### config.mk
export PLATFORM = sky130hd
export DESIGN_NAME = device_memory_retention_ctrl
export DESIGN_NICKNAME = d
export VERILOG_FILES = /design/src/device_memory_retention_pkg.sv /design/src/device_class_cell.sv /design/src/device_memory_retention_ctrl.sv
export VERILOG_INCLUDE_DIRS = /design/src
export SDC_FILE = /design/constraint.sdc
export NUM_CORES = 1
export LEC_CHECK = 0
export ABC_AREA = 1
export CAP_MARGIN = 20
export CELL_PAD_IN_SITES_DETAIL_PLACEMENT = 1
export CELL_PAD_IN_SITES_GLOBAL_PLACEMENT = 2
export CORE_MARGIN = 2
export CORE_UTILIZATION = 37
export DETAILED_ROUTE_END_ITERATION = 7
export DONT_BUFFER_PORTS = 1
export GPL_TIMING_DRIVEN = 0
export PLACE_DENSITY = 0.77
export SLEW_MARGIN = 20
export SYNTH_ARGS = -nofsm -noshare
export SYNTH_HDL_FRONTEND = slang
export SYNTH_SLANG_ARGS = --single-unit
### constraint.sdc
create_clock -name clk_i -period 1.9 [get_ports clk_i]
set_input_delay 0.095 -clock clk_i [delete_from_list [all_inputs] [get_ports clk_i]]
set_output_delay 0.095 -clock clk_i [all_outputs]
set_load 0.03 [all_outputs]
### src/device_memory_retention_map.svh
// offsets, field positions, class table words and reset values for the retention controller
// assumes inclusion by the package users; definitions only
`ifndef DEVICE_MEMORY_RETENTION_MAP_SVH
`define DEVICE_MEMORY_RETENTION_MAP_SVH

// bus map, byte addresses
`define ADR_CTRL       8'h00
`define ADR_STATUS     8'h04
`define ADR_LATCH_CFG  8'h08
`define DEV_SEL_BIT    7
`define DEV_IDX_MSB    6
`define DEV_IDX_LSB    2

// control register fields
`define CTRL_HOLD      0
`define CTRL_CLR_ALL   1

// status register fields
`define STAT_STATE_LSB 0
`define STAT_CASSETTE  4
`define STAT_BK_LOST   5
`define STAT_RUN       6
`define STAT_BLOCK     7

// class table word: four 2-bit actions then flags
`define F_LOSS         0
`define F_ON           2
`define F_S2R          4
`define F_R2S          6
`define F_HOLD         8
`define F_LATCHED      9
`define F_CFG          10
`define F_BATT         11
`define ACT_KEEP       2'h0
`define ACT_CLEAR      2'h1
`define ACT_INIT       2'h2

// device classes
`define NUM_CLASSES    20
`define CLS_PROG_INT   5'h00
`define CLS_PROG_CAS   5'h01
`define CLS_EXT_FILE   5'h07

// table words
`define TBL_GENERAL    12'h145
`define TBL_PROG_INT   12'h800
`define TBL_FLASH      12'h000
`define TBL_LATCH_CFG  12'he00
`define TBL_LATCH_FIX  12'ha00
`define TBL_SPECIAL    12'h009
`define TBL_SPEC_S2R   12'h019
`define TBL_INDEX      12'h005
`define TBL_BATT_KEEP  12'h800

// reset and initial values
`define SPECIAL_INIT   16'h0000
`define LATCH_CFG_RST  20'h00000

`endif

### src/device_memory_retention_pkg.sv
// types shared by the retention controller and its per-class storage cell
// assumes no other package
package device_memory_retention_pkg;

    typedef enum logic [2:0] {
        ST_OFF   = 3'h0,
        ST_INIT  = 3'h1,
        ST_STOP  = 3'h3,
        ST_START = 3'h2,
        ST_RUN   = 3'h6,
        ST_HALT  = 3'h7,
        ST_DOWN  = 3'h4
    } state_type;

    typedef enum logic [2:0] {
        EV_NONE    = 3'h0,
        EV_LOSS    = 3'h1,
        EV_RESTORE = 3'h2,
        EV_START   = 3'h3,
        EV_HALT    = 3'h4
    } event_type;

endpackage

### src/device_class_cell.sv
// one class of device memory: storage word plus its clear/initialise/keep decision
// assumes events arrive as one-cycle codes from the retention sequencer
`timescale 1ns/1ns
`include "device_memory_retention_map.svh"
module device_class_cell #(
    parameter int unsigned DW       = 16,
    parameter logic [11:0] TBL      = `TBL_GENERAL,
    parameter logic [15:0] INIT_VAL = `SPECIAL_INIT
) (
    input  wire logic                               clk_i,        // system clock
    input  wire logic                               rst_i,        // power-on reset
    input  wire device_memory_retention_pkg::event_type event_i,  // event being applied
    input  wire logic                               hold_i,       // memory hold in stop
    input  wire logic                               as_general_i, // latched range made general
    input  wire logic                               backup_lost_i,// battery failed while off
    input  wire logic                               latch_clr_i,  // end-of-scan latch clear
    input  wire logic                               latch_block_i,// latched devices may not be set
    input  wire logic                               wr_i,         // bus write strobe
    input  wire logic [1:0]                         be_i,         // byte enables
    input  wire logic [DW-1:0]                      wdata_i,      // write data
    output logic      [DW-1:0]                      rdata_o       // stored value
);

    logic [DW-1:0] data_reg;
    logic [DW-1:0] data_next;
    logic [11:0]   eff_tbl;
    logic [1:0]    act;
    logic          latched;

    always_comb begin
        // a reassigned latched class follows the general pattern; fixed ones ignore it
        eff_tbl = (TBL[`F_CFG] && as_general_i) ? `TBL_GENERAL : TBL;
        latched = eff_tbl[`F_LATCHED];
        act = `ACT_KEEP;
        unique case (event_i)
            device_memory_retention_pkg::EV_NONE:    act = `ACT_KEEP;
            device_memory_retention_pkg::EV_LOSS:    act = eff_tbl[`F_LOSS +: 2];
            device_memory_retention_pkg::EV_RESTORE: act = eff_tbl[`F_ON +: 2];
            device_memory_retention_pkg::EV_START:   act = eff_tbl[`F_S2R +: 2];
            device_memory_retention_pkg::EV_HALT:    act = eff_tbl[`F_R2S +: 2];
            default:                                 act = `ACT_KEEP;
        endcase
        if (event_i == device_memory_retention_pkg::EV_HALT && eff_tbl[`F_HOLD] && hold_i) begin
            act = `ACT_KEEP;
        end
        // battery-backed content is untrustworthy after a dead battery; flash content is not
        if (event_i == device_memory_retention_pkg::EV_RESTORE && TBL[`F_BATT] && backup_lost_i) begin
            act = `ACT_CLEAR;
        end
        data_next = data_reg;
        if (act == `ACT_CLEAR) begin
            data_next = '0;
        end else if (act == `ACT_INIT) begin
            data_next = DW'(INIT_VAL);
        end else if (latched && latch_clr_i) begin
            data_next = '0;
        end else if (wr_i && !(latched && latch_block_i)) begin
            for (int b = 0; b < DW / 8; b++) begin
                if (be_i[b]) begin
                    data_next[b*8 +: 8] = wdata_i[b*8 +: 8];
                end
            end
        end
    end

    always_ff @(posedge clk_i) begin
        if (rst_i) begin
            data_reg <= '0;
        end else begin
            data_reg <= data_next;
        end
    end

    assign rdata_o = data_reg;

endmodule

### src/device_memory_retention_ctrl.sv
// retention and clear sequencer for the device memories, with a classic wishbone slave
// assumes one clock, inputs synchronous to it, and a power-on reset
`timescale 1ns/1ns
`include "device_memory_retention_map.svh"
module device_memory_retention_ctrl #(
    parameter int unsigned DW = 16
) (
    input  wire logic        clk_i,              // system clock, 10 MHz
    input  wire logic        rst_i,              // synchronous reset, active high
    input  wire logic        wb_cyc_i,           // wishbone cycle
    input  wire logic        wb_stb_i,           // wishbone strobe
    input  wire logic        wb_we_i,            // wishbone write enable
    input  wire logic [7:0]  wb_adr_i,           // wishbone byte address
    input  wire logic [3:0]  wb_sel_i,           // wishbone byte selects
    input  wire logic [31:0] wb_dat_i,           // wishbone write data
    output logic      [31:0] wb_dat_o,           // wishbone read data
    output logic             wb_ack_o,           // wishbone acknowledge
    input  wire logic        power_good_i,       // supply present
    input  wire logic        run_switch_i,       // run requested
    input  wire logic        end_scan_i,         // end-of-scan processing pulse
    input  wire logic        cassette_present_i, // memory cassette mounted
    input  wire logic        battery_low_i,      // backup battery below holding level
    output logic             first_scan_pulse_o, // high in the first cycle of run, with run_o
    output logic             run_o               // program scanning allowed
);

    localparam int unsigned NCLS = `NUM_CLASSES;

    // per-class behaviour; index order matches the bus slots
    localparam logic [11:0] CLASS_TBL [NCLS] = '{
        `TBL_PROG_INT,  // built-in program, parameters, comments, file registers
        `TBL_FLASH,     // cassette program in flash
        `TBL_GENERAL,   // general data registers
        `TBL_LATCH_CFG, // latched data registers
        `TBL_SPECIAL,   // special registers and relays
        `TBL_SPEC_S2R,  // special subset cleared on stop-to-run
        `TBL_LATCH_FIX, // extension registers
        `TBL_FLASH,     // extension file registers
        `TBL_INDEX,     // index registers
        `TBL_GENERAL,   // 100 ms and 10 ms timer values
        `TBL_LATCH_FIX, // retentive timer values and contacts
        `TBL_GENERAL,   // general counter values
        `TBL_LATCH_CFG, // latched counter values
        `TBL_LATCH_FIX, // high speed counter values
        `TBL_BATT_KEEP, // clock data
        `TBL_GENERAL,   // input, output and general auxiliary relays
        `TBL_LATCH_CFG, // latched auxiliary relays
        `TBL_BATT_KEEP, // state relays and annunciators
        `TBL_GENERAL,   // timer contacts and coils
        `TBL_GENERAL    // counter contacts, counting and reset coils
    };

    // fsm group
    device_memory_retention_pkg::state_type state_reg;
    device_memory_retention_pkg::state_type state_next;
    logic first_reg;
    logic first_next;
    logic run_reg;
    logic run_next;
    logic bk_lost_reg;
    logic bk_lost_next;

    // control group
    logic            hold_reg;
    logic            hold_next;
    logic            clr_all_reg;
    logic            clr_all_next;
    logic [NCLS-1:0] latch_cfg_reg;
    logic [NCLS-1:0] latch_cfg_next;

    // bus group
    logic        ack_reg;
    logic        ack_next;
    logic [31:0] dat_reg;
    logic [31:0] dat_next;

    device_memory_retention_pkg::event_type ev;
    logic          req;
    logic          wr_go;
    logic [4:0]    idx;
    logic [4:0]    eff_idx;
    logic          dev_ok;
    logic          latch_clr;
    logic [NCLS-1:0] cell_wr;
    logic [DW-1:0] cell_rd [NCLS];

    // the event code is a decode of the applying state, so it lasts exactly one cycle
    always_comb begin
        unique case (state_reg)
            device_memory_retention_pkg::ST_DOWN:  ev = device_memory_retention_pkg::EV_LOSS;
            device_memory_retention_pkg::ST_INIT:  ev = device_memory_retention_pkg::EV_RESTORE;
            device_memory_retention_pkg::ST_START: ev = device_memory_retention_pkg::EV_START;
            device_memory_retention_pkg::ST_HALT:  ev = device_memory_retention_pkg::EV_HALT;
            default:                               ev = device_memory_retention_pkg::EV_NONE;
        endcase
    end

    always_comb begin
        state_next   = state_reg;
        bk_lost_next = bk_lost_reg;
        unique case (state_reg)
            device_memory_retention_pkg::ST_OFF: begin
                if (power_good_i) begin
                    state_next   = device_memory_retention_pkg::ST_INIT;
                    bk_lost_next = battery_low_i;
                end
            end
            device_memory_retention_pkg::ST_INIT: begin
                state_next = device_memory_retention_pkg::ST_STOP;
            end
            device_memory_retention_pkg::ST_STOP: begin
                if (run_switch_i) begin
                    state_next = device_memory_retention_pkg::ST_START;
                end
            end
            device_memory_retention_pkg::ST_START: begin
                state_next = device_memory_retention_pkg::ST_RUN;
            end
            device_memory_retention_pkg::ST_RUN: begin
                if (!run_switch_i) begin
                    state_next = device_memory_retention_pkg::ST_HALT;
                end
            end
            device_memory_retention_pkg::ST_HALT: begin
                state_next = device_memory_retention_pkg::ST_STOP;
            end
            device_memory_retention_pkg::ST_DOWN: begin
                state_next = device_memory_retention_pkg::ST_OFF;
            end
            default: begin
                state_next = device_memory_retention_pkg::ST_DOWN;
            end
        endcase
        // supply loss overrides any step, but a clear already under way still completes
        if (!power_good_i && state_reg != device_memory_retention_pkg::ST_OFF
                && state_reg != device_memory_retention_pkg::ST_DOWN) begin
            state_next = device_memory_retention_pkg::ST_DOWN;
        end
        // run is only granted after the stop-to-run actions have been applied
        first_next = (state_reg == device_memory_retention_pkg::ST_START) && power_good_i;
        run_next   = (state_next == device_memory_retention_pkg::ST_RUN);
    end

    always_ff @(posedge clk_i) begin
        if (rst_i) begin
            state_reg   <= device_memory_retention_pkg::ST_OFF;
            first_reg   <= 1'b0;
            run_reg     <= 1'b0;
            bk_lost_reg <= 1'b0;
        end else begin
            state_reg   <= state_next;
            first_reg   <= first_next;
            run_reg     <= run_next;
            bk_lost_reg <= bk_lost_next;
        end
    end

    // bus decode
    always_comb begin
        req   = wb_cyc_i && wb_stb_i && !ack_reg;
        wr_go = req && wb_we_i;
        idx   = wb_adr_i[`DEV_IDX_MSB:`DEV_IDX_LSB];
        // the program slot follows whichever memory currently holds the program
        eff_idx = (idx == `CLS_PROG_INT && cassette_present_i) ? `CLS_PROG_CAS : idx;
        dev_ok = wb_adr_i[`DEV_SEL_BIT] && (32'(idx) < NCLS) && (idx != `CLS_PROG_CAS)
                 && !(idx == `CLS_EXT_FILE && !cassette_present_i);
        latch_clr = clr_all_reg && end_scan_i;
    end

    always_comb begin
        hold_next      = hold_reg;
        clr_all_next   = clr_all_reg;
        latch_cfg_next = latch_cfg_reg;
        if (wr_go && wb_adr_i == `ADR_CTRL && wb_sel_i[0]) begin
            hold_next    = wb_dat_i[`CTRL_HOLD];
            clr_all_next = wb_dat_i[`CTRL_CLR_ALL];
        end
        if (wr_go && wb_adr_i == `ADR_LATCH_CFG) begin
            for (int b = 0; b < NCLS; b++) begin
                if (wb_sel_i[b / 8]) begin
                    latch_cfg_next[b] = wb_dat_i[b];
                end
            end
        end
    end

    always_ff @(posedge clk_i) begin
        if (rst_i) begin
            hold_reg      <= 1'b0;
            clr_all_reg   <= 1'b0;
            latch_cfg_reg <= NCLS'(`LATCH_CFG_RST);
        end else begin
            hold_reg      <= hold_next;
            clr_all_reg   <= clr_all_next;
            latch_cfg_reg <= latch_cfg_next;
        end
    end

    // one ack per request, read data captured with it; unmapped reads return zero
    always_comb begin
        ack_next = req;
        dat_next = dat_reg;
        if (req && !wb_we_i) begin
            dat_next = '0;
            if (wb_adr_i == `ADR_CTRL) begin
                dat_next[`CTRL_HOLD]    = hold_reg;
                dat_next[`CTRL_CLR_ALL] = clr_all_reg;
            end else if (wb_adr_i == `ADR_STATUS) begin
                dat_next[`STAT_STATE_LSB +: 3] = state_reg;
                dat_next[`STAT_CASSETTE]       = cassette_present_i;
                dat_next[`STAT_BK_LOST]        = bk_lost_reg;
                dat_next[`STAT_RUN]            = run_reg;
                dat_next[`STAT_BLOCK]          = clr_all_reg;
            end else if (wb_adr_i == `ADR_LATCH_CFG) begin
                dat_next[NCLS-1:0] = latch_cfg_reg;
            end else if (dev_ok) begin
                dat_next[DW-1:0] = cell_rd[eff_idx];
            end
        end
    end

    always_ff @(posedge clk_i) begin
        if (rst_i) begin
            ack_reg <= 1'b0;
            dat_reg <= '0;
        end else begin
            ack_reg <= ack_next;
            dat_reg <= dat_next;
        end
    end

    genvar i;
    generate
        for (i = 0; i < NCLS; i++) begin : g_cls
            assign cell_wr[i] = wr_go && dev_ok && (32'(eff_idx) == i);
            device_class_cell #(
                .DW       (DW),
                .TBL      (CLASS_TBL[i]),
                .INIT_VAL (`SPECIAL_INIT)
            ) u_cell (
                .clk_i         (clk_i),
                .rst_i         (rst_i),
                .event_i       (ev),
                .hold_i        (hold_reg),
                .as_general_i  (latch_cfg_reg[i]),
                .backup_lost_i (bk_lost_reg),
                .latch_clr_i   (latch_clr),
                .latch_block_i (clr_all_reg),
                .wr_i          (cell_wr[i]),
                .be_i          (wb_sel_i[1:0]),
                .wdata_i       (wb_dat_i[DW-1:0]),
                .rdata_o       (cell_rd[i])
            );
        end
    endgenerate

    assign wb_ack_o           = ack_reg;
    assign wb_dat_o           = dat_reg;
    assign first_scan_pulse_o = first_reg;
    assign run_o              = run_reg;

endmodule

* Word-level counts from Yosys, hierarchy flattened
Index checks and enable logic that the tools add are counted.
Widths: inputs -> output; s select.
** Cells by class
- Equality and inequality tests :: 51
- Bitwise operators :: 1
- Reductions and logical operators :: 128
- Order comparisons :: 2
- Muxes and demuxes :: 37
** Operators by type and width (number)
- $reduce_and 2->1 :: 44
- $bmux 16 s5 :: 1
- $mux 16 :: 4
- $logic_and 1x1->1 :: 57
- $eq 5x4->1 const B :: 8
- $mux 10 :: 3
- $eq 5x3->1 const B :: 5
- $pmux 2 s4 :: 3
- $eq 5x5->1 const B :: 4
- $mux 18 :: 1
- $pmux 3 s6 :: 1
- $reduce_or 3->1 :: 6
- $reduce_or 4->1 :: 4
- $eq 3x3->1 const B :: 5
- $mux 3 :: 5
- $mux 2 :: 7
- $eq 2x1->1 const B :: 6
- $eq 2x2->1 const B :: 6
- $eq 3x2->1 const B :: 4
- $mux 12 :: 1
- $pmux 3 s4 :: 1
- $eq 5x2->1 const B :: 2
- $logic_not 5->1 :: 2
- $logic_not 1->1 :: 9
- other kinds (19) :: 30
** Storage, ports and cells
- Register bits after elaboration :: 369
- Logic and storage cells :: 270
- Output and inout port bits :: 35
- Input bits :: 54

* Logic depth before layout (Yosys ltp)
Gate-level depths: netlist of the first run.
- Word-level depth :: 11
- Gate-level depth with buffers :: 15
- Depth with buffers taken out :: 14

* Hierarchy
A second synthesis of the first run with hierarchy kept.
** Unflattened totals
- Cells, all modules :: 3091
- Area total of the unflattened synthesis :: 20116.8 µm²
** By module, submodules not included
- device_memory_retention_ctrl :: area an instance 5323.9 µm², cells an instance 950, times used 1, seq. area each 980.9 µm²
- device_class_cell at g_cls[11].u_cell ... :: area an instance 779.5 µm², cells an instance 114, times used 6, seq. area each 320.3 µm²
- device_class_cell at g_cls[12].u_cell ... :: area an instance 795.8 µm², cells an instance 120, times used 3, seq. area each 320.3 µm²
- device_class_cell at g_cls[0].u_cell ... :: area an instance 743.2 µm², cells an instance 109, times used 3, seq. area each 320.3 µm²
- device_class_cell at g_cls[10].u_cell ... :: area an instance 656.9 µm², cells an instance 79, times used 3, seq. area each 320.3 µm²
- device_class_cell at g_cls[1].u_cell ... :: area an instance 683.2 µm², cells an instance 102, times used 2, seq. area each 320.3 µm²
- device_class_cell at g_cls[8].u_cell :: area an instance 726.9 µm², cells an instance 111, times used 1, seq. area each 320.3 µm²
- device_class_cell at g_cls[4].u_cell :: area an instance 723.2 µm², cells an instance 111, times used 1, seq. area each 320.3 µm²
- device_class_cell at g_cls[5].u_cell :: area an instance 711.9 µm², cells an instance 107, times used 1, seq. area each 320.3 µm²

* Least setup slack after synthesis of the first run
Ideal clock, no wire load.
- Kind :: reg2reg
- Start point :: register ack_reg, in the netlist wb_ack_o
- End point :: register latch_cfg_reg[3]
- Clock period less this slack :: 1.946 ns
- Required time :: 1.814 ns
- Slack :: -0.046 ns
- Path buffers :: 1
- Stages on the path, launching flop included :: 11
- Arrival time :: 1.860 ns
- Setup time :: 0.086 ns
- Cells stage by stage :: dfxtp_1 -> nor2_1 -> inv_1 -> nor2_1 -> inv_1 -> nor2_1 -> inv_1 -> nor4_2 -> clkbuf_1 -> nor2_1 -> a211oi_1
** On the way
- Word-level cells in the longest chain between the ends :: 5
** RTL lines
- start: declaration :: line device_memory_retention_ctrl.sv:72 : logic ack_reg;
- start signal: assignment :: line device_memory_retention_ctrl.sv:227 : ack_reg <= ack_next;
- $logic_not 1->1 :: line device_memory_retention_ctrl.sv:160 : req = wb_cyc_i && wb_stb_i && !ack_reg;
- $logic_and 1x1->1 :: line device_memory_retention_ctrl.sv:160
- $logic_and 1x1->1 :: line device_memory_retention_ctrl.sv:161 : wr_go = req && wb_we_i;
- $logic_and 1x1->1 (no source line)
- $reduce_and 2->1 (no source line)
- end signal: assignment :: line device_memory_retention_ctrl.sv:191 : latch_cfg_reg <= NCLS'(`LATCH_CFG_RST);
- end signal: assignment :: line device_memory_retention_ctrl.sv:195 : latch_cfg_reg <= latch_cfg_next;
- end: declaration :: line device_memory_retention_ctrl.sv:68 : logic [NCLS-1:0] latch_cfg_reg;
Every way passes these cells.
A chain may end at the register's enable or synchronous reset.

* Final worst setup path of the first run
- Start point :: register ack_reg, in the netlist wb_ack_o
- End point :: register g_cls[1].u_cell.data_reg[15]
** On the way
- Word-level cells in the longest chain between the ends :: 6
** RTL lines
- $logic_not 1->1 :: line device_memory_retention_ctrl.sv:160
- $logic_and 1x1->1 :: line device_memory_retention_ctrl.sv:160
- $logic_and 1x1->1 :: line device_memory_retention_ctrl.sv:161
- $logic_and 1x1->1 (2 in a row) :: line device_memory_retention_ctrl.sv:235 : assign cell_wr[i] = wr_go && dev_ok && (32'(eff_idx) == i);
- $reduce_and 2->1 (no source line)
- end signal: assignment :: line device_class_cell.sv:70 : data_reg <= data_next;
- end: declaration :: line device_class_cell.sv:24 : logic [DW-1:0] data_reg;
Every way passes these cells.

==> flow_metrics.tcl, run 1 <==
set metrics [dict create \
    maxSlewHeadroom 0.212 \
    ys_ff_latch 369 \
    drt-pass1-iter-count 5 \
    dieArea_um2 45500 \
    rsz0062_at_grt "true" \
    crit_fanout 7 \
    path_common_cell "nor2_4" \
    setup_viol 153 \
    report.final.slew_viol_count 0 \
    worstPathCellList "nor2_4 > inv_2 > nor2_4 > inv_4 > nor2_8 > buf_12 > nand4_1 > buf_4 > nor2_4 > clkinv_4 > buf_8 > o21ai_2 > a21oi_1" \
    clkTransAtPathRegs_ns 0.06 \
    slowest_stage "dfxtp_4" \
    drc 0 \
    drt-initial-drc-count 1370 \
    final_common_cell "dfxtp_1" \
    largest_reg_flops 320 \
    portBuffers 0 \
    cts-htree-levels 2 \
    cp_num_buf_inv 6 \
    p_leak_nw 8.14 \
    critPathTopFamily "buffers and inverters" \
    holdCritPathClass "in -> reg" \
    routabilityCongestion 0.912 \
    core_area_um2 43200 \
    fin_crit_sh 1.10 \
    antenna_found_initial 1 \
    wirelength_um 81500 \
    dp_hpwl_um 54800 \
    avgRoutedWirePerCell_um 27.1 \
    initial_core_util 0.375 \
    r2r_start "wb_ack_o" \
    layout_common_cells "365 x dfxtp_1, 359 x nand2_1, 217 x a21oi_1, 170 x inv_1, 131 x nor2_1" \
    synth.avg_cell_area_um2 7.47 \
    die_h_um 213 \
    cts_buffers 43 \
    worst_hold_path.num_cells 6 \
    fill_cells 5172 \
    violations "negative setup slack" \
    syn2layout_area_growth_pct 35.8 \
    r2r_cells 13 \
    cp_slowest_stage_delay_ns 0.38 \
    ioPinCount 89 \
    power_density_nw_per_um2 847 \
    fin_crit_ns 2.09 \
    yosys.cell_types.count 37 \
    setup_ws_ns -0.189 \
    clock_latency_ns 0.58 \
    maxCapViolations 0 \
    grt_usage 0.347 \
    gr-total-overflow 0 \
    fin_worst_skew_ns 0.0194 \
    ir_drop_uv 609 \
    syn_area_um2 16200 \
    timing.fmax_mhz 479 \
    setup-tns-final_ns -9.92 \
    criticalPathCategory "reg -> reg" \
    nNetsFinal 2446 \
    seq_area_frac_synth 0.456 \
    drive_gt1_frac 0.282 \
    whs_ns 0.0559 \
    finalHoldViolCount 0 \
    grt_first_pass_wirelength_um 114000 \
    status "finished, violations left" \
    grt_max_degree 13 \
    cp-end-kind "flip-flop" \
    cts_sinks 369 \
    min_from "wb_adr_i[7]" \
    cts_root_buf "clkbuf_16" \
    grt_pass1_vias 16868 \
    cp-start-kind "flip-flop" \
    hold_end "latch_cfg_reg[7]" \
    clk_path_buf_depth 3 \
    r2r-end "g_cls[1].u_cell.rdata_o[15]" \
    drt.antenna.violating_nets 0 \
    num_vias 17149 \
    num_rows 76 \
    via_per_inst 5.70 \
    cts_tree "done" \
    cp.required_ns 2.35 \
    syn_inst 2170 \
    yosysWarnings 0 \
    cp-startpoint "wb_ack_o" \
    reg2reg_slack_ns -0.19 \
    dieWidth_um 213 \
    worst_pin_slew_ns 1.18 \
    crit_arrival_ns 2.54 \
]
## power by group
part	switching [mW]	leakage (nW)	internal [mW]
Clock	3.45	0.682	5.01
Combinational	1.78	4.49	0.575
Sequential	0.0453	2.97	7.76
## through the flow
step           cells  utilization  total power, mW  area [um2]  worst slack, ns
6_report        3007        0.510             18.6       22000           -0.189
3_3_place_gp    2766        0.394             9.74       17000            -1.93
2_1_floorplan   2181            -             8.90       16300           0.0299
5_1_grt         3005        0.509             19.0       22000           -0.215
4_1_cts         2944        0.472             18.4       20400           -0.131
3_5_place_dp    2766        0.394             9.76       17000            -2.05
## synthesized netlist by cell type
cell type	number	share of area
o21ai_1	59	0.018
inv_2	21	0.0049
buf_4	17	0.0079
and2_1	1	0.00039
clkinv_1	15	0.0035
a22o_1	1	0.00054
nor2_2	10	0.0039
buf_2	33	0.010
o21ai_0	177	0.055
nand2_4	1	0.00070
nor4_4	5	0.0066
nand3_1	42	0.013
nor3_1	5	0.0015
nor4_1	2	0.00077
nor3_2	6	0.0037
o211ai_1	13	0.0060
inv_1	179	0.041
conb_1	1	0.00023
nor4_2	2	0.0015
a211oi_1	143	0.066
nand4_1	43	0.017
o22ai_1	21	0.0081
a21oi_1	251	0.078
nor2_8	1	0.0012
nor2_4	1	0.00070
a21oi_2	2	0.0011
nor2_1	187	0.043
clkbuf_1	96	0.022
nand2_1	372	0.086
nand2_2	2	0.00077
nand3b_1	22	0.010
dfxtp_1	369	0.46
or2_2	40	0.015
buf_1	9	0.0021
a22oi_1	9	0.0042
o2111ai_1	8	0.0043
nor3_4	4	0.0040
## final cells by class
| class | instances | area (um2) | share of cell area |
|---|---|---|---|
| inverters | 215 | 896 | 0.0407 |
| plain buffers | 155 | 1160 | 0.0529 |
| multi-input cells | 1443 | 8760 | 0.398 |
| flip-flops and latches | 369 | 7400 | 0.337 |
| repair buffers | 165 | 1650 | 0.0751 |
| clock inverters | 10 | 154 | 0.00700 |
| diodes | 2 | 5.00 | 0.000228 |
| well taps | 585 | 732 | 0.0333 |
| clock buffers | 63 | 1230 | 0.0560 |
## worst min-delay path, cell delays in order
cell	delay (ns)
nor3_1	0.04
inv_2	0.11
nor4_4	0.05
buf_4	0.15
nor2_1	0.08
a211oi_1	0.05
## routing by layer
layer  share of wire  up-vias  track usage
met5         0.00012        -            0
met1            0.44     8626        0.472
met2            0.46      601        0.556
met3           0.068      143       0.0565
li1                -     7777            -
met4           0.035        2        0.121
## repair_timing
action / 4_1_cts / 5_1_grt
gates cloned: 13 / 14
hold buffers: 32 / 1
pin swaps: 60 / 65
resized for setup: 355 / 368
setup buffers: 60 / 48
hold endpoints to repair: 188 / 1
setup endpoints to repair: 356 / 339
## how the worst max path moves through the flow
stage | endpoint | slack (ns) | cells after the start
detailed placement | g_cls[10].u_cell.rdata_o[11] | -2.05 | 9
global route | g_cls[0].u_cell.rdata_o[11] | -0.21 | 12
floorplan | g_cls[0].u_cell.rdata_o[6] | 0.03 | 11
global placement | g_cls[10].u_cell.rdata_o[10] | -1.93 | 9
CTS | g_cls[1].u_cell.rdata_o[7] | -0.13 | 12
finish | g_cls[1].u_cell.rdata_o[15] | -0.19 | 13
## kinds of logic (layout without fill, tap and decap cells)
| group | after synthesis | count (layout) | synth area share |
|---|---|---|---|
| AND/OR/NAND/NOR | 746 | 747 | 0.211 |
| AO/OA/AOI/OAI | 684 | 684 | 0.241 |
| buffers and inverters | 370 | 608 | 0.0922 |
| flip-flops | 369 | 369 | 0.456 |
| other | 1 | 14 | 0.000231 |
Note: power is estimated with default switching activity, not from simulation.
==> run 2, diff against run 1 <==
--- a/config.mk
+++ b/config.mk
@@ -11,11 +11,11 @@
 export CELL_PAD_IN_SITES_DETAIL_PLACEMENT = 1
 export CELL_PAD_IN_SITES_GLOBAL_PLACEMENT = 2
 export CORE_MARGIN = 2
-export CORE_UTILIZATION = 37
+export CORE_UTILIZATION = 40
 export DETAILED_ROUTE_END_ITERATION = 7
 export DONT_BUFFER_PORTS = 1
 export GPL_TIMING_DRIVEN = 0
-export PLACE_DENSITY = 0.77
+export PLACE_DENSITY = 0.82
 export SLEW_MARGIN = 20
 export SYNTH_ARGS = -nofsm -noshare
 export SYNTH_HDL_FRONTEND = slang
==> constraint.sdc (replaced) <==
create_clock -name clk_i -period 2.43 [get_ports clk_i]
set_input_delay 0.1215 -clock clk_i [delete_from_list [all_inputs] [get_ports clk_i]]
set_output_delay 0.1215 -clock clk_i [all_outputs]
set_load 0.03 [all_outputs]
==> flow_metrics.tcl, run 2 (synthesis results as in run 1) <==
set metrics [dict create \
    met2_length_um 32500 \
    via_per_inst 5.75 \
    dr_wl_met3_um 5290 \
    violations "negative hold slack" \
    drt-initial-drc-count 1301 \
    die_h_um 205 \
    drive_gt1_frac 0.121 \
    r2r_cells 11 \
    power_density_nw_per_um2 736 \
    crit_fanout 10 \
    cp.required_ns 2.93 \
    power.share.sequential 0.433 \
    reg2reg_slack_ns 0.09 \
    wl_met1_um 33900 \
    swShare 0.279 \
    drt-pass1-iter-count 7 \
    cts_sinks 369 \
    grt_first_pass_wirelength_um 109000 \
    whs_ns -0.0331 \
    cts_buffers 43 \
    finalHoldViolCount 5 \
    routabilityCongestion 0.919 \
    grt_pass1_vias 16378 \
    clk_path_buf_depth 3 \
    dp_hpwl_um 53700 \
    worst_pin_slew_ns 1.24 \
    core_area_um2 39800 \
    fin_worst_skew_ns 0.0178 \
    dieArea_um2 42100 \
    crit_arrival_ns 2.92 \
    initial_core_util 0.407 \
    pwr-share-comb 0.109 \
    cts_tree "done" \
    drc 0 \
    ir_drop_uv 486 \
    criticalPathCategory "in -> reg" \
    setup_viol 0 \
    timing.fmax_mhz 414 \
    internal_power_mw 10.1 \
    cp-start-kind "input pin" \
    layout_common_cells "368 x nand2_1, 368 x dfxtp_1, 250 x a21oi_1, 179 x inv_1, 178 x nor2_1" \
    cp-end-kind "flip-flop" \
    cts-htree-levels 2 \
    antenna_found_initial 3 \
    power.switching_mw 3.93 \
    p_leak_nw 7.16 \
    cts_root_buf "clkbuf_16" \
    num_rows 73 \
    maxCapViolations 0 \
    fin_crit_sh 0.995 \
    largest_reg_flops 320 \
    drt.antenna.violating_nets 0 \
    portBuffers 0 \
    worst_hold_path.num_cells 3 \
    ioPinCount 89 \
    clkPwrFrac 0.457 \
    fill_cells 4981 \
    status "finished, violations left" \
    dieWidth_um 205 \
    grt_max_degree 13 \
    post_dp_cell_area_um2 16900 \
    rsz0062_at_grt "true" \
    maxSlewHeadroom 0.177 \
    fin_crit_ns 2.42 \
    wirelength_um 74200 \
    grt_usage 0.357 \
    nNetsFinal 2344 \
    holdCritPathClass "in -> reg" \
    clkTransAtPathRegs_ns 0.07 \
    report.final.slew_viol_count 0 \
    gr-total-overflow 0 \
    design_area_um2 19100 \
    avgRoutedWirePerCell_um 26.1 \
    num_vias 16359 \
    clock_latency_ns 0.58 \
    diodes 0 \
    syn2layout_area_growth_pct 18.0 \
    routed.top_layer "met4" \
]
## run 2: cell count changes in the layout (fill, tap and decap cells not counted), sizes merged
cell	delta
buf	-119
dlygate4sd3	+11
clkinv	+7
clkbuf	+4
inv	+3
bufinv	-2
clkinvlp	-2
diode	-2
nand2	-1
## run 2: power by group through the flow
stage	registers (mW)	clock network [mW]	logic [mW]
2_1_floorplan	6.22	0	0.737
3_3_place_gp	6.23	0	1.35
3_5_place_dp	6.23	0	1.37
4_1_cts	6.10	6.49	1.49
5_1_grt	6.10	6.74	1.61
6_report	6.10	6.43	1.54
## run 2: repair_timing
| action | 4_1_cts | 5_1_grt |
|---|---|---|
| gates resized for setup | 47 | 43 |
| pin swaps | 7 | 7 |
| buffers inserted | 10 | 10 |
| endpoints found under the hold margin | 165 | 0 |
| hold buffers | 44 | 0 |
| endpoints found under the setup margin | 319 | 272 |
## run 2: critical path, stage by stage
cell      delay [ns]
nand2_1         0.57
clkbuf_2        0.47
clkbuf_2        0.39
o21ai_0         0.17
o21ai_0         0.47
nand3_1         0.14
o22ai_1         0.31
nand2_1         0.12
a21oi_1         0.13
## run 2: worst paths after layout
kind	start	to
worst max-delay path	wb_adr_i[2]	wb_dat_o[10]
worst min register to register	g_cls[6].u_cell.rdata_o[14]	g_cls[6].u_cell.rdata_o[14]
worst max register to register	wb_ack_o	g_cls[16].u_cell.rdata_o[5]
worst min-delay path	wb_sel_i[0]	g_cls[13].u_cell.rdata_o[1]
## run 2: cell type report
type / instances / area, um2 / area share
Multi-Input combinational cell: 1442 / 7540 / 0.394
Sequential cell: 369 / 7390 / 0.387
Clock buffer: 60 / 1230 / 0.0644
Inverter: 215 / 808 / 0.0423
Buffer: 154 / 736 / 0.0385
Tap cell: 525 / 657 / 0.0344
Timing Repair Buffer: 65 / 614 / 0.0321
Clock inverter: 16 / 140 / 0.00733
## run 2: metal layers
layer  GRT usage  vias to the layer above
met5           0                        -
met4       0.127                        0
met3      0.0546                      131
met2       0.552                      637
met1       0.504                     8027
li1            -                     7564
## run 2: stage by stage
stage	instances	utilization	setup TNS, ns	setup slack, ns	total power, mW
6_report	2846	0.480	0	0.0118	14.1
5_1_grt	2846	0.480	-0.0120	-0.0118	14.4
2_1_floorplan	2181	-	0	0.484	6.96
4_1_cts	2837	0.476	-0.0484	-0.0224	14.1
3_3_place_gp	2706	0.424	-138.79	-1.59	7.58
3_5_place_dp	2707	0.425	-113.45	-1.14	7.60
==> run 3, diff against run 2 <==
--- a/config.mk
+++ b/config.mk
@@ -6,12 +6,11 @@
 export SDC_FILE = /design/constraint.sdc
 export NUM_CORES = 1
 export LEC_CHECK = 0
-export ABC_AREA = 1
 export CAP_MARGIN = 20
 export CELL_PAD_IN_SITES_DETAIL_PLACEMENT = 1
 export CELL_PAD_IN_SITES_GLOBAL_PLACEMENT = 2
 export CORE_MARGIN = 2
-export CORE_UTILIZATION = 40
+export CORE_UTILIZATION = 42
 export DETAILED_ROUTE_END_ITERATION = 7
 export DONT_BUFFER_PORTS = 1
 export GPL_TIMING_DRIVEN = 0
==> flow_metrics.tcl, run 3 <==
set metrics [dict create \
    drt-pass1-iter-count 6 \
    grt_first_pass_wirelength_um 109000 \
    rsz0062_at_grt "true" \
    dp_hpwl_um 53400 \
    grt_max_degree 13 \
    fin_crit_ns 2.41 \
    avgRoutedWirePerCell_um 29.0 \
    yosysWarnings 0 \
    syn_area_um2 16500 \
    syn2layout_area_growth_pct 16.4 \
    worst_pin_slew_ns 1.17 \
    synth.avg_cell_area_um2 8.41 \
    maxCapViolations 0 \
    drt.antenna.violating_nets 0 \
    netlist.area_leader.share 0.447 \
    routabilityCongestion 0.968 \
    status "finished clean" \
    drt-initial-drc-count 1569 \
    holdCritPathClass "in -> reg" \
    synth.top_cells.by_count "420 x nand2_1, 369 x dfxtp_1, 230 x a21oi_1" \
    crit_arrival_ns 2.85 \
    clkTransAtPathRegs_ns 0.06 \
    slowest_stage "buf_2" \
    crit_fanout 10 \
    synth_ff_type "dfxtp_1" \
    critPathTopFamily "buffers and inverters" \
    cts_root_buf "clkbuf_16" \
    dieWidth_um 202 \
    r2r_cells 5 \
    maxSlewHeadroom 0.219 \
    multi_input_area_um2 8560 \
    via_per_inst 6.12 \
    final_common_cell "nand2_1" \
    ir_drop_uv 484 \
    p_leak_nw 7.00 \
    path_common_cell "buf_2" \
    nNetsFinal 2117 \
    stdcell_count 2609 \
    cp_slowest_stage_delay_ns 0.53 \
    synthArstFlopShare 0 \
    utilization 0.496 \
    synthTopCellsByArea "dfxtp_1 45%, mux2i_1 12%, nand2_1 9.5%" \
    wirelength_um 75600 \
    fill_cells 4618 \
    gr-total-overflow 0 \
    ys_ff_latch 369 \
    core_area_um2 38700 \
    diodes 0 \
    synth_compound_area_frac 0.171 \
    ioPinCount 89 \
    synth_top_family_by_area "simple AND/OR/NAND/NOR gates" \
    grt_pass1_vias 15953 \
    power_density_nw_per_um2 711 \
    clk_path_buf_depth 3 \
    synth_xor_area_frac 0.000530 \
    cp-end-kind "flip-flop" \
    largest_reg_flops 320 \
    finalHoldViolCount 0 \
    layout_common_cells "418 x nand2_1, 367 x dfxtp_1, 230 x a21oi_1, 197 x mux2i_1, 178 x nor2_1" \
    place_inst 2493 \
    cp-start-kind "input pin" \
    report.final.slew_viol_count 0 \
    grt_usage 0.363 \
    yosys.cell_types.count 74 \
    worst_hold_path.num_cells 3 \
    dieArea_um2 40900 \
    synth.most_common_cell "nand2_1" \
    cp_num_buf_inv 3 \
    worst-path-stages 9 \
    design_area_um2 19200 \
    post_dp_cell_area_um2 17200 \
    cts_sinks 369 \
    drive_gt1_frac 0.122 \
    setup_viol 0 \
    synth_edf_count 0 \
    cts_buffers 43 \
    syn_inst 1964 \
    fin_worst_skew_ns 0.0133 \
    clock_latency_ns 0.58 \
    die_h_um 202 \
    criticalPathCategory "in -> reg" \
    synthMuxAreaShare 0.137 \
    portBuffers 0 \
    cts_tree "done" \
    antenna_found_initial 0 \
    drc 0 \
    num_vias 15969 \
    yosysTopAreaCell "dfxtp_1" \
    seq_area_frac_synth 0.447 \
    cp.required_ns 2.87 \
    fin_crit_sh 0.993 \
    timing.fmax_mhz 414 \
    initial_core_util 0.426 \
    cts-htree-levels 2 \
    worstPathCellList "buf_2 > buf_2 > buf_2 > mux2i_1 > a21oi_1 > o211ai_1 > o2111ai_1 > o211ai_1 > o21ai_1" \
    yosys.area_share.simple 0.196 \
    regArea_um2 7390 \
    synth_fa_ha_area_frac 0 \
    power.total_mw 13.7 \
    num_rows 72 \
]
## run 3: through the flow
stage | setup slack [ns] | hold slack (ns) | TNS, ns
3_3_place_gp | -0.715 | 0.270 | -88.20
3_5_place_dp | -0.722 | 0.276 | -96.33
5_1_grt | -0.0199 | 0.00851 | -0.0638
6_report | 0.0164 | 0.00335 | 0
4_1_cts | -0.00200 | 0.00113 | -0.00200
2_1_floorplan | 0.239 | 0.264 | 0
## run 3: where the power goes
group / internal [mW] / leakage (nW) / total [mW] / switching (mW)
clock: 3.68 / 0.670 / 6.34 / 2.66
combinational: 0.271 / 3.36 / 1.25 / 0.975
sequential: 6.06 / 2.97 / 6.08 / 0.0177
total: 10.0 / 7.00 / 13.7 / 3.65
## run 3: final timing paths
check                               startpoint                            to  slack, ns
setup / recovery                   wb_adr_i[2]                   wb_dat_o[3]       0.02
hold / removal                     wb_sel_i[2]             latch_cfg_reg[17]      0.003
setup reg to reg                   clr_all_reg   g_cls[6].u_cell.rdata_o[10]       0.03
hold reg to reg   g_cls[11].u_cell.rdata_o[13]  g_cls[11].u_cell.rdata_o[13]       0.45
## run 3: kinds of logic after synthesis
family,count (synthesis)
XOR/XNOR,1
buffers and inverters,169
flip-flops,369
other,1
AND/OR/NAND/NOR,753
multiplexers,222
AO/OA/AOI/OAI,449
## run 3: timing repair
action	4_1_cts	5_1_grt
hold buffers	31	0
pin swaps	1	4
endpoints found under the hold margin	33	0
endpoints found under the setup margin	267	264
setup buffers	2	13
gates resized for setup	37	55
## run 3: worst register-to-register path, stage by stage, from the launching register on
cell and delay [ns]:
dfxtp_1 0.42, inv_1 0.36, nand3_1 0.61, nor2_4 0.56, mux2i_1 0.28, nor2_1 0.06
## run 3: final cells by class
type / count / area share
Buffer: 157 / 0.0417
Clock buffer: 62 / 0.0656
Clock inverter: 11 / 0.00417
Inverter: 9 / 0.00176
Multi-Input combinational cell: 1437 / 0.445
Sequential cell: 369 / 0.385
Tap cell: 518 / 0.0337
Timing Repair Buffer: 46 / 0.0233
## run 3: routing by layer
layer  track usage  routed length, um
met5             0                  0
met4         0.150               3420
met3        0.0882               6820
met2         0.574              33700
met1         0.474              31600
